## src/inc/pmbus_fault_mask_strap_regs.svh

```systemverilog
// command codes, lengths, field masks and reset values of the mask and strap registers
// assumes the includer compiles these as plain text macros
`ifndef PMBUS_FAULT_MASK_STRAP_REGS_SVH
`define PMBUS_FAULT_MASK_STRAP_REGS_SVH

`define CMD_SNAPSHOT_MASK   8'hd7
`define CMD_ALERT_MASK      8'hdb
`define CMD_STRAP_READBACK  8'hdd
`define CMD_LOOP_TUNING     8'hdf

`define LEN_SNAPSHOT_MASK   3'h2
`define LEN_ALERT_MASK      3'h7
`define LEN_STRAP_READBACK  3'h7
`define LEN_LOOP_TUNING     3'h4

// bus address is arbitrary, normally taken from an address strap
`define SMBUS_ADDR          7'h20

`define RST_SNAPSHOT_MASK   16'h0000
`define RST_ALERT_MASK      56'h00000000000000
`define USED_SNAPSHOT_MASK  16'h3cff
`define USED_ALERT_BYTE     8'h5f
`define USED_LOOP_TUNING    32'h01ffffff
`define STRAP_UNUSED_BYTE   8'hff
`define READ_PAST_END       8'hff

`define STRAP_LADDER_MAX    8'h1e
`define STRAP_TIED_LOW      8'hf1
`define STRAP_OPEN          8'hf2
`define STRAP_TIED_HIGH     8'hf3

`define BYTE_BITS           4'h8
`define NUM_PAGES           2

`endif

```

## src/inc/pmbus_fault_mask_strap_pkg.sv

```systemverilog
// types shared by the mask/strap register bank
// assumes the regs header is compiled alongside
package pmbus_fault_mask_strap_pkg;

    typedef enum logic [2:0] {
        LS_IDLE,
        LS_RECV,
        LS_ACK,
        LS_SEND,
        LS_MACK
    } link_state_t;

    typedef enum logic [1:0] {
        AF_ADDR,
        AF_CMD,
        AF_DATA
    } recv_phase_t;

    typedef struct packed {
        logic [15:0] gain;
        logic [7:0]  residual;
        logic        enable;
    } loop_setting_t;

    typedef struct packed {
        logic out;
        logic oe;
    } pin_drive_t;

endpackage : pmbus_fault_mask_strap_pkg

```

## src/hdl/bit_synchronizer.sv

```systemverilog
// two-flop synchroniser for one level from outside the sys_clk domain
// assumes the input may change at any time relative to sys_clk
`timescale 1ns/1ns
module bit_synchronizer #(
    parameter logic RESET_VALUE = 1'b1
) (
    input  wire logic sys_clk,   // block clock
    input  wire logic reset_n,   // synchronous reset, active low
    input  wire logic async_in,  // raw pin level
    output logic      sync_out   // level safe to use in sys_clk domain
);
    logic meta;

    // only the second flop is read by anything else
    always_ff @(posedge sys_clk) begin
        if (!reset_n) begin
            meta     <= RESET_VALUE;
            sync_out <= RESET_VALUE;
        end else begin
            meta     <= async_in;
            sync_out <= meta;
        end
    end
endmodule : bit_synchronizer

```

## src/hdl/pmbus_fault_mask_strap_regs.sv

```systemverilog
// fault mask, alert mask, strap readback and loop tuning registers behind the management bus
// assumes scl/sda are open-drain pins oversampled by sys_clk (scl slower than 8 sys_clk periods)
// assumes strap codes and loop-tuning strap word are stable when reset is released
`timescale 1ns/1ns
`include "pmbus_fault_mask_strap_regs.svh"
module pmbus_fault_mask_strap_regs (
    input  wire logic                                    sys_clk,        // 10 MHz block clock
    input  wire logic                                    reset_n,        // sync reset, active low
    input  wire logic                                    scl_in,         // bus clock pin level
    input  wire logic                                    sda_in,         // bus data pin level
    output pmbus_fault_mask_strap_pkg::pin_drive_t       sda_drive,      // data pin drive
    output pmbus_fault_mask_strap_pkg::pin_drive_t       alert_output_pin, // alert pin drive
    input  wire logic                                    page_sel,       // current page
    input  wire logic [15:0]                             fault_event,    // fault pulses, mask layout
    input  wire logic [55:0]                             fault_class,    // live status class bits
    input  wire logic [47:0]                             strap_code,     // strap decoder bytes
    input  wire logic [31:0]                             strap_loop_tuning, // strap tuning word
    input  wire logic [15:0]                             auto_gain,      // automatic loop gain
    input  wire logic [7:0]                              auto_residual,  // automatic residual
    output logic                                         snapshot_start, // start capture, pulse
    output pmbus_fault_mask_strap_pkg::loop_setting_t [1:0] adaptive_loop_control // per page
);
    import pmbus_fault_mask_strap_pkg::*;

    typedef struct packed {
        logic               scl_d;
        logic               sda_d;
        link_state_t        st;
        recv_phase_t        phase;
        logic [3:0]         bitcnt;
        logic [7:0]         shreg;
        logic               addressed;
        logic               rw;
        logic               mack;
        logic [7:0]         cmd;
        logic [2:0]         idx;
        logic [55:0]        wbuf;
        logic               wpage;
        logic               sda_oe;
        logic               alert_oe;
        logic               snap;
        logic [15:0]        snapshot_capture_fault_mask;
        logic [55:0]        alert_pin_fault_mask;
        logic [47:0]        strap_pin_readback;
        logic [1:0][31:0]   loop_tuning_config;
        logic [1:0]         override;
        logic               strap_taken;
    } state_t;

    state_t s;
    state_t next_s;
    logic   scl_sync;
    logic   sda_sync;

    bit_synchronizer #(.RESET_VALUE(1'b1)) scl_sync_i (
        .sys_clk  (sys_clk),
        .reset_n  (reset_n),
        .async_in (scl_in),
        .sync_out (scl_sync)
    );

    bit_synchronizer #(.RESET_VALUE(1'b1)) sda_sync_i (
        .sys_clk  (sys_clk),
        .reset_n  (reset_n),
        .async_in (sda_in),
        .sync_out (sda_sync)
    );

    function automatic logic [2:0] cmd_len(input logic [7:0] c);
        case (c)
            `CMD_SNAPSHOT_MASK:  cmd_len = `LEN_SNAPSHOT_MASK;
            `CMD_ALERT_MASK:     cmd_len = `LEN_ALERT_MASK;
            `CMD_STRAP_READBACK: cmd_len = `LEN_STRAP_READBACK;
            `CMD_LOOP_TUNING:    cmd_len = `LEN_LOOP_TUNING;
            default:             cmd_len = 3'h0;
        endcase
    endfunction : cmd_len

    // multi-byte words go out low byte first; bytes past the end read as ff
    function automatic logic [7:0] read_byte(input state_t q, input logic pg);
        logic [63:0] word;
        word = 64'h0;
        case (q.cmd)
            `CMD_SNAPSHOT_MASK: word = {48'h0, q.snapshot_capture_fault_mask};
            `CMD_ALERT_MASK:    word = {8'h0, q.alert_pin_fault_mask};
            `CMD_STRAP_READBACK: word = {8'h0, q.strap_pin_readback, `STRAP_UNUSED_BYTE};
            `CMD_LOOP_TUNING:   word = {32'h0, q.loop_tuning_config[pg]};
            default:            word = 64'h0;
        endcase
        if (q.idx >= cmd_len(q.cmd))
            read_byte = `READ_PAST_END;
        else
            read_byte = word[{q.idx, 3'h0} +: 8];
    endfunction : read_byte

    logic scl_rise;
    logic scl_fall;
    logic start_seen;
    logic stop_seen;

    assign scl_rise   = scl_sync & ~s.scl_d;
    assign scl_fall   = ~scl_sync & s.scl_d;
    assign start_seen = scl_sync & s.scl_d & s.sda_d & ~sda_sync;
    assign stop_seen  = scl_sync & s.scl_d & ~s.sda_d & sda_sync;

    always_comb begin
        logic       ack;
        logic [7:0] rb;
        logic [2:0] len;
        ack    = 1'b0;
        rb     = 8'h00;
        len    = cmd_len(s.cmd);
        next_s = s;
        next_s.scl_d = scl_sync;
        next_s.sda_d = sda_sync;

        // straps are caught once, on the first cycle after reset release
        if (!s.strap_taken) begin
            next_s.strap_taken = 1'b1;
            next_s.strap_pin_readback = strap_code;
            for (int p = 0; p < `NUM_PAGES; p++) begin
                next_s.loop_tuning_config[p] = strap_loop_tuning & `USED_LOOP_TUNING;
            end
        end

        next_s.snap = |(fault_event & ~s.snapshot_capture_fault_mask & `USED_SNAPSHOT_MASK);
        next_s.alert_oe = |(fault_class & ~s.alert_pin_fault_mask &
                            {7{`USED_ALERT_BYTE}});

        if (start_seen) begin
            // repeated start keeps the command so a read can follow it
            next_s.st        = LS_RECV;
            next_s.phase     = AF_ADDR;
            next_s.bitcnt    = 4'h0;
            next_s.idx       = 3'h0;
            next_s.sda_oe    = 1'b0;
            next_s.addressed = 1'b0;
        end else if (stop_seen) begin
            next_s.st     = LS_IDLE;
            next_s.sda_oe = 1'b0;
            // commit only a complete write; short or aborted ones leave the register alone
            if (s.addressed && !s.rw && s.phase == AF_DATA && s.idx == len) begin
                case (s.cmd)
                    `CMD_SNAPSHOT_MASK:
                        next_s.snapshot_capture_fault_mask =
                            s.wbuf[15:0] & `USED_SNAPSHOT_MASK;
                    // bits 5 and 7 of each byte kept zero
                    `CMD_ALERT_MASK:
                        next_s.alert_pin_fault_mask = s.wbuf & {7{`USED_ALERT_BYTE}};
                    `CMD_LOOP_TUNING: begin
                        next_s.loop_tuning_config[s.wpage] = s.wbuf[31:0] & `USED_LOOP_TUNING;
                        next_s.override[s.wpage]           = 1'b1;
                    end
                    default: begin
                    end
                endcase
            end
        end else begin
            case (s.st)
                LS_IDLE: begin
                    next_s.sda_oe = 1'b0;
                end
                LS_RECV: begin
                    if (scl_rise && s.bitcnt < `BYTE_BITS) begin
                        next_s.shreg  = {s.shreg[6:0], sda_sync};
                        next_s.bitcnt = s.bitcnt + 4'h1;
                    end else if (scl_fall && s.bitcnt == `BYTE_BITS) begin
                        case (s.phase)
                            AF_ADDR: begin
                                ack = (s.shreg[7:1] == `SMBUS_ADDR);
                                next_s.rw        = s.shreg[0];
                                next_s.addressed = ack;
                            end
                            AF_CMD: begin
                                ack = (cmd_len(s.shreg) != 3'h0);
                                next_s.cmd   = s.shreg;
                                next_s.wpage = page_sel;
                            end
                            AF_DATA: begin
                                ack = (s.cmd != `CMD_STRAP_READBACK) && (s.idx < len);
                                if (ack) begin
                                    next_s.wbuf[{s.idx, 3'h0} +: 8] = s.shreg;
                                    next_s.idx = s.idx + 3'h1;
                                end
                            end
                            default: ack = 1'b0;
                        endcase
                        next_s.sda_oe = ack;
                        next_s.st     = ack ? LS_ACK : LS_IDLE;
                        next_s.bitcnt = 4'h0;
                    end
                end
                LS_ACK: begin
                    if (scl_fall) begin
                        next_s.sda_oe = 1'b0;
                        next_s.st     = LS_RECV;
                        if (s.phase == AF_ADDR && s.rw) begin
                            rb            = read_byte(s, page_sel);
                            next_s.shreg  = rb;
                            next_s.sda_oe = ~rb[7];
                            next_s.bitcnt = 4'h1;
                            next_s.st     = LS_SEND;
                        end else if (s.phase == AF_ADDR) begin
                            next_s.phase = AF_CMD;
                        end else begin
                            next_s.phase = AF_DATA;
                            if (s.phase == AF_CMD)
                                next_s.idx = 3'h0;
                        end
                    end
                end
                LS_SEND: begin
                    if (scl_fall) begin
                        if (s.bitcnt < `BYTE_BITS) begin
                            next_s.sda_oe = ~s.shreg[3'h7 - s.bitcnt[2:0]];
                            next_s.bitcnt = s.bitcnt + 4'h1;
                        end else begin
                            next_s.sda_oe = 1'b0;
                            next_s.st     = LS_MACK;
                        end
                    end
                end
                LS_MACK: begin
                    if (scl_rise) begin
                        next_s.mack = ~sda_sync;
                    end else if (scl_fall) begin
                        if (s.mack) begin
                            next_s.idx    = s.idx + 3'h1;
                            rb            = read_byte(next_s, page_sel);
                            next_s.shreg  = rb;
                            next_s.sda_oe = ~rb[7];
                            next_s.bitcnt = 4'h1;
                            next_s.st     = LS_SEND;
                        end else begin
                            // master nack ends the read; bus released
                            next_s.st = LS_IDLE;
                        end
                    end
                end
                default: begin
                    next_s.st     = LS_IDLE;
                    next_s.sda_oe = 1'b0;
                end
            endcase
        end
    end

    always_ff @(posedge sys_clk) begin
        if (!reset_n) begin
            s                             <= '0;
            s.scl_d                       <= 1'b1;
            s.sda_d                       <= 1'b1;
            s.st                          <= LS_IDLE;
            s.phase                       <= AF_ADDR;
            s.snapshot_capture_fault_mask <= `RST_SNAPSHOT_MASK;
            s.alert_pin_fault_mask        <= `RST_ALERT_MASK;
        end else begin
            s <= next_s;
        end
    end

    // masks gate only these two outputs; fault inputs pass nowhere else
    assign snapshot_start       = s.snap;
    assign alert_output_pin.out = 1'b0;
    assign alert_output_pin.oe  = s.alert_oe;
    assign sda_drive.out        = 1'b0;
    assign sda_drive.oe         = s.sda_oe;

    // automatic loop values until the host overrides a page
    always_comb begin
        for (int p = 0; p < `NUM_PAGES; p++) begin
            if (s.override[p]) begin
                adaptive_loop_control[p].gain     = s.loop_tuning_config[p][15:0];
                adaptive_loop_control[p].residual = s.loop_tuning_config[p][23:16];
                adaptive_loop_control[p].enable   = s.loop_tuning_config[p][24];
            end else begin
                adaptive_loop_control[p].gain     = auto_gain;
                adaptive_loop_control[p].residual = auto_residual;
                adaptive_loop_control[p].enable   = 1'b1;
            end
        end
    end

endmodule : pmbus_fault_mask_strap_regs

```

## config.mk

```make
export PLATFORM = sky130hd
export DESIGN_NAME = pmbus_fault_mask_strap_regs
export DESIGN_NICKNAME = d
export VERILOG_FILES = /design/src/inc/pmbus_fault_mask_strap_pkg.sv /design/src/hdl/bit_synchronizer.sv /design/src/hdl/pmbus_fault_mask_strap_regs.sv
export VERILOG_INCLUDE_DIRS = /design/src /design/src/inc
export SDC_FILE = /design/constraint.sdc
export NUM_CORES = 1
export LEC_CHECK = 0
export ABC_CLOCK_PERIOD_IN_PS = 3600
export BUFFER_PORTS_ARGS = -buffer_cell sky130_fd_sc_hd__buf_2
export CAP_MARGIN = 40
export CORE_UTILIZATION = 58
export CTS_BUF_LIST = sky130_fd_sc_hd__clkbuf_16
export DETAILED_ROUTE_END_ITERATION = 16
export GPL_TIMING_DRIVEN = 0
export HOLD_SLACK_MARGIN = 0.06
export PLACE_DENSITY = 0.81
export SLEW_MARGIN = 40
export SYNTH_ARGS = -nofsm -noshare
export SYNTH_HDL_FRONTEND = slang
export SYNTH_HIERARCHICAL = 1
export SYNTH_SLANG_ARGS = --single-unit
```

## constraint.sdc

```tcl
create_clock -name sys_clk -period 3.6 [get_ports sys_clk]
set_input_delay 0.72 -clock sys_clk [delete_from_list [all_inputs] [get_ports sys_clk]]
set_output_delay 0.72 -clock sys_clk [all_outputs]
set_load 0.005 [all_outputs]
```

==> run summary <==
After detailed routing, the number of remaining DRC violations is 0. Once placement completed, the tool counted placed cells totaling 2281. Final global-route overflow total: 0.

For this design, the CTS-stage hold fixing added 0 buffers. The most used flip-flop cell after synthesis is sky130_fd_sc_hd__dfxtp_1. The logs give 2338 for the final non-filler cell total and 10 for the final-report setup violation count.

The signal on the critical path passes through clkinvlp_4 > clkbuf_2 > ha_1 > clkbuf_1 > buf_2 > nand2_1 > nor2_1 > mux2i_1 > nor2b_1. For this run, the total global-route usage over all layers was measured as 53.3%. Data arrives at the worst endpoint at 4.20 ns. From bottom edge to top edge, the die measures 163 um. Entering global routing, the biggest net connects 20 pins. Number of max-cap violations: 0. The share of the cycle needed by the critical path after routing came out at 102%. Net switching is 25.6% of the power. The logs give 0.00736 uW for the leakage power and 92 for the number of distinct library cell variants in the gate-level netlist after synthesis. The length of routed wiring on met1 came out at 25200 um. The iteration-0 DRC count of the detailed router came out at 2793.

The tools report the final number of max-transition violations as 0. Top cell type by total area after synthesis: sky130_fd_sc_hd__dfxtp_1. Initial core utilization: 59.5%. The worst hold path begins at sda_in. The logs give -0.0865 ns for the worst setup margin and 29300 um for the length of routed met2 wiring. The later-pin clock latency in the skew report is 0.59 ns. The largest fanout on the critical path came out at 13. For this run, the share of the core covered by cells in the final layout is 69.6%.

The first global-routing pass estimated 102000 um of wire. The kind of end point of the critical path is a flip-flop. Grouping stages by cell kind, the critical path spends the most delay in buffers and inverters. For this block, the routed nets add up to 72500 um of wire. The mean instance size in the synthesized netlist came out at 8.67 um^2.

The met3 layer wire length in the routed design was 11400 um; the post-synthesis to final-layout area growth was 17.0%. The detail route stage leaves a number of antenna-violating nets equal to 0. On the worst path, the slowest cell contributes a delay of 0.56 ns. Data on the critical path is required at its endpoint by 4.11 ns. For the initial antenna violation count, the log shows 3.

The tools report the clock root buffer as sky130_fd_sc_hd__clkbuf_16. The first detailed-routing pass took 7 iterations. The critical path contains buffers and inverters numbering 4 combined. The average wire per cell in the routed design works out to 31.0 um. For this design the total switching power over the nets is 1720 uW. The slowest stage of the critical path is the sky130_fd_sc_hd__dfxtp_2 cell. Summing the sequential cell areas from Yosys gives 34.2% of the chip area. Leaving out fill and tap cells, the most frequent cells in the layout are sky130_fd_sc_hd__buf_2, sky130_fd_sc_hd__dfxtp_1, sky130_fd_sc_hd__nand2_1, sky130_fd_sc_hd__mux2i_1, sky130_fd_sc_hd__nor2_1. The highest metal layer carrying signal wires in the routed design is met5. For this run, the number of Yosys warnings is 6. The ratio of total power to cell area was 379 nW/um^2. Input and output buffers added on the ports amount to 207.

The die is 163 um wide. The cell area after synthesis was 15100 um^2; the final weighted congestion in routability-driven placement was 1.12. The library cell used most frequently in the layout, excluding fill and tap cells, is sky130_fd_sc_hd__buf_2. Using the TritonRoute via totals, the vias-per-cell ratio works out to 7.15.

Counting flops with an async set or reset pin after synthesis yields a share of 0%. The clock-pin slew on the worst setup and hold paths came out at 0.06 ns. TritonCTS built the clock tree. The tools report the number of levels in the clock H-tree as 1. Setup repair after global routing could not meet its margin everywhere.

Tracing the worst setup path back leads to its startpoint at s[247]$_SDFFE_PP0P_. The checks that failed: setup timing. In this run the critical register-to-register path is launched from s[247]$_SDFFE_PP0P_. The internal power of the cells came out at 4980 uW. The transition at the pin with the smallest max-transition slack was 0.980 ns; the fraction of layout instances using a drive strength above 1 was 22.7%.

For the HPWL after detailed placement, the log shows 55100 um. Clock tree synthesis found a total of 258 sinks. The portion of total power attributed to the clock network was 45.6%. The number of instances in the synthesized netlist was 1743. The register bit total from synthesis was 258; the worst slew slack as a fraction of its limit was 34.7%. The buffer depth of the longest clock path was 3; the count of flip-flops with a built-in enable after synthesis was 0.

The worst setup path is launched from a flip-flop. The maximum operating frequency is 0.271 GHz. The number of clock buffers added by TritonCTS is 28. During I/O placement, the number of pins put on the boundary was 236.

The critical path in this run is classified as flip-flop to flip-flop. Detailed routing inserted a total of 16723 vias. The worst-case IR drop observed on VDD is 0.000480 V. The initialized floorplan defines 58 standard-cell rows. For the area of the die, the log shows 26700 um^2.

Across the routed clock network, the largest skew measured is 0.0370 ns. The run finished, with violations left. The area fraction of the dominant cell type after synthesis is 34.2%, and the share of power burned in combinational logic is 9.8%. After synthesis, the cell types taking the most area are sky130_fd_sc_hd__dfxtp_1, sky130_fd_sc_hd__mux2i_1, sky130_fd_sc_hd__mux2_2. The smallest clock period supported by the final layout is computed as 3.69 ns.

The worst min-delay path category is input pin to flip-flop. The logs give 2179 for the final-stage net count and 15605 for the via count of the first global-routing pass. For the number of endpoints with negative hold slack in the final report, the log shows 0.

For the sequential share of power, the log shows 44.6%. The run gives 25400 um^2 as the placeable core region.
-- worst reg2reg max path, cell delays in order (launching register included) --
cell	delay (ns)
sky130_fd_sc_hd__dfxtp_2	0.56
sky130_fd_sc_hd__clkinvlp_4	0.28
sky130_fd_sc_hd__clkbuf_2	0.38
sky130_fd_sc_hd__ha_1	0.46
sky130_fd_sc_hd__clkbuf_1	0.48
sky130_fd_sc_hd__buf_2	0.39
sky130_fd_sc_hd__nand2_1	0.35
sky130_fd_sc_hd__nor2_1	0.47
sky130_fd_sc_hd__mux2i_1	0.15
sky130_fd_sc_hd__nor2b_1	0.14
-- cells by family after synthesis --
group | count (synthesis) | synth area share (%)
flops | 258 | 34.2
xor+xnor | 1 | 0.0580
compound gates | 443 | 21.8
fa+ha+maj | 16 | 1.29
buf+inv | 214 | 6.43
other cells | 1 | 0.0248
simple gates | 575 | 19.9
mux | 235 | 16.3
-- routing by layer --
metal / global-route usage (%) / vias up
met5: 1.70 / -
met4: 38.8 / 2
met3: 18.3 / 468
met2: 76.9 / 1614
met1: 65.5 / 7818
li1: - / 6821
-- final timing paths --
check                                   endpoint  slack (ns)  cells after the start
setup / recovery                       flip-flop       -0.09                      9
hold / removal        sda_sync_i/meta$_SDFF_PN1_        0.34                      2
setup reg to reg                       flip-flop       -0.09                      9
hold reg to reg   sda_sync_i/sync_out$_SDFF_PN1_        0.42                      1
-- cell usage after synthesis, types with 6 or more instances --
library cell and count:
sky130_fd_sc_hd__o2bb2ai_1 12, sky130_fd_sc_hd__buf_1 8, sky130_fd_sc_hd__a22oi_1 19, sky130_fd_sc_hd__dfxtp_1 258
sky130_fd_sc_hd__mux2i_1 163, sky130_fd_sc_hd__nand4_1 13, sky130_fd_sc_hd__a211o_1 6, sky130_fd_sc_hd__o22ai_1 22
sky130_fd_sc_hd__and3_1 9, sky130_fd_sc_hd__nor3_1 15, sky130_fd_sc_hd__nand2_1 167, sky130_fd_sc_hd__ha_1 14
sky130_fd_sc_hd__a221o_1 10, sky130_fd_sc_hd__a21boi_0 54, sky130_fd_sc_hd__a31oi_1 11, sky130_fd_sc_hd__o211ai_1 19
sky130_fd_sc_hd__a41oi_1 7, sky130_fd_sc_hd__nand3b_1 7, sky130_fd_sc_hd__clkbuf_1 68, sky130_fd_sc_hd__nand3_1 17
sky130_fd_sc_hd__o21ai_0 42, sky130_fd_sc_hd__buf_4 16, sky130_fd_sc_hd__buf_2 50, sky130_fd_sc_hd__buf_6 6
sky130_fd_sc_hd__a221oi_1 34, sky130_fd_sc_hd__nor4_1 6, sky130_fd_sc_hd__inv_1 64, sky130_fd_sc_hd__a21oi_1 64
sky130_fd_sc_hd__and2_1 40, sky130_fd_sc_hd__a211oi_1 45, sky130_fd_sc_hd__o211a_1 20, sky130_fd_sc_hd__nand2b_1 20
sky130_fd_sc_hd__o221ai_1 12, sky130_fd_sc_hd__nor2b_1 99, sky130_fd_sc_hd__nor2_1 133, sky130_fd_sc_hd__mux2_2 70
sky130_fd_sc_hd__nand4b_1 6
-- what timing repair did --
item / CTS / global route
pin swaps: 4 / 2
resized for setup: 22 / 25
setup buffers: 5 / 1
setup endpoints to repair: 181 / 152
-- metrics by stage --
stage | TNS [ns] | instance area, um^2 | hold WS (ns) | total power, uW | setup WS, ns
2_1_floorplan | 0 | 15100 | 0.386 | 3370 | 0.282
3_3_place_gp | -168.01 | 16600 | 0.387 | 3640 | -1.11
3_5_place_dp | -131.38 | 16600 | 0.406 | 3660 | -0.929
4_1_cts | 0 | 17600 | 0.341 | 6620 | 0.00624
5_1_grt | -0.00859 | 17700 | 0.367 | 6790 | -0.00859
6_report | -0.406 | 17700 | 0.342 | 6700 | -0.0865
-- layout make-up --
type,instances,area [um^2]
diodes,2,5.00
plain buffers,145,753
clock buffers,28,701
clock inverters,24,251
fillers,1993,7720
inverters,65,248
multi-input cells,1272,9040
flip-flops and latches,258,5170
well taps,330,413
repair buffers,214,1100
-- power groups by stage --
stage	sequential [uW]	clock (uW)	combinational, uW
after global placement	3040	0	601
final	2990	3050	654
after global routing	2990	3120	675
after CTS	2980	3010	623
after detailed placement	3050	0	618
after floorplan	3030	0	346
Note: power is estimated with default switching activity, not from simulation.
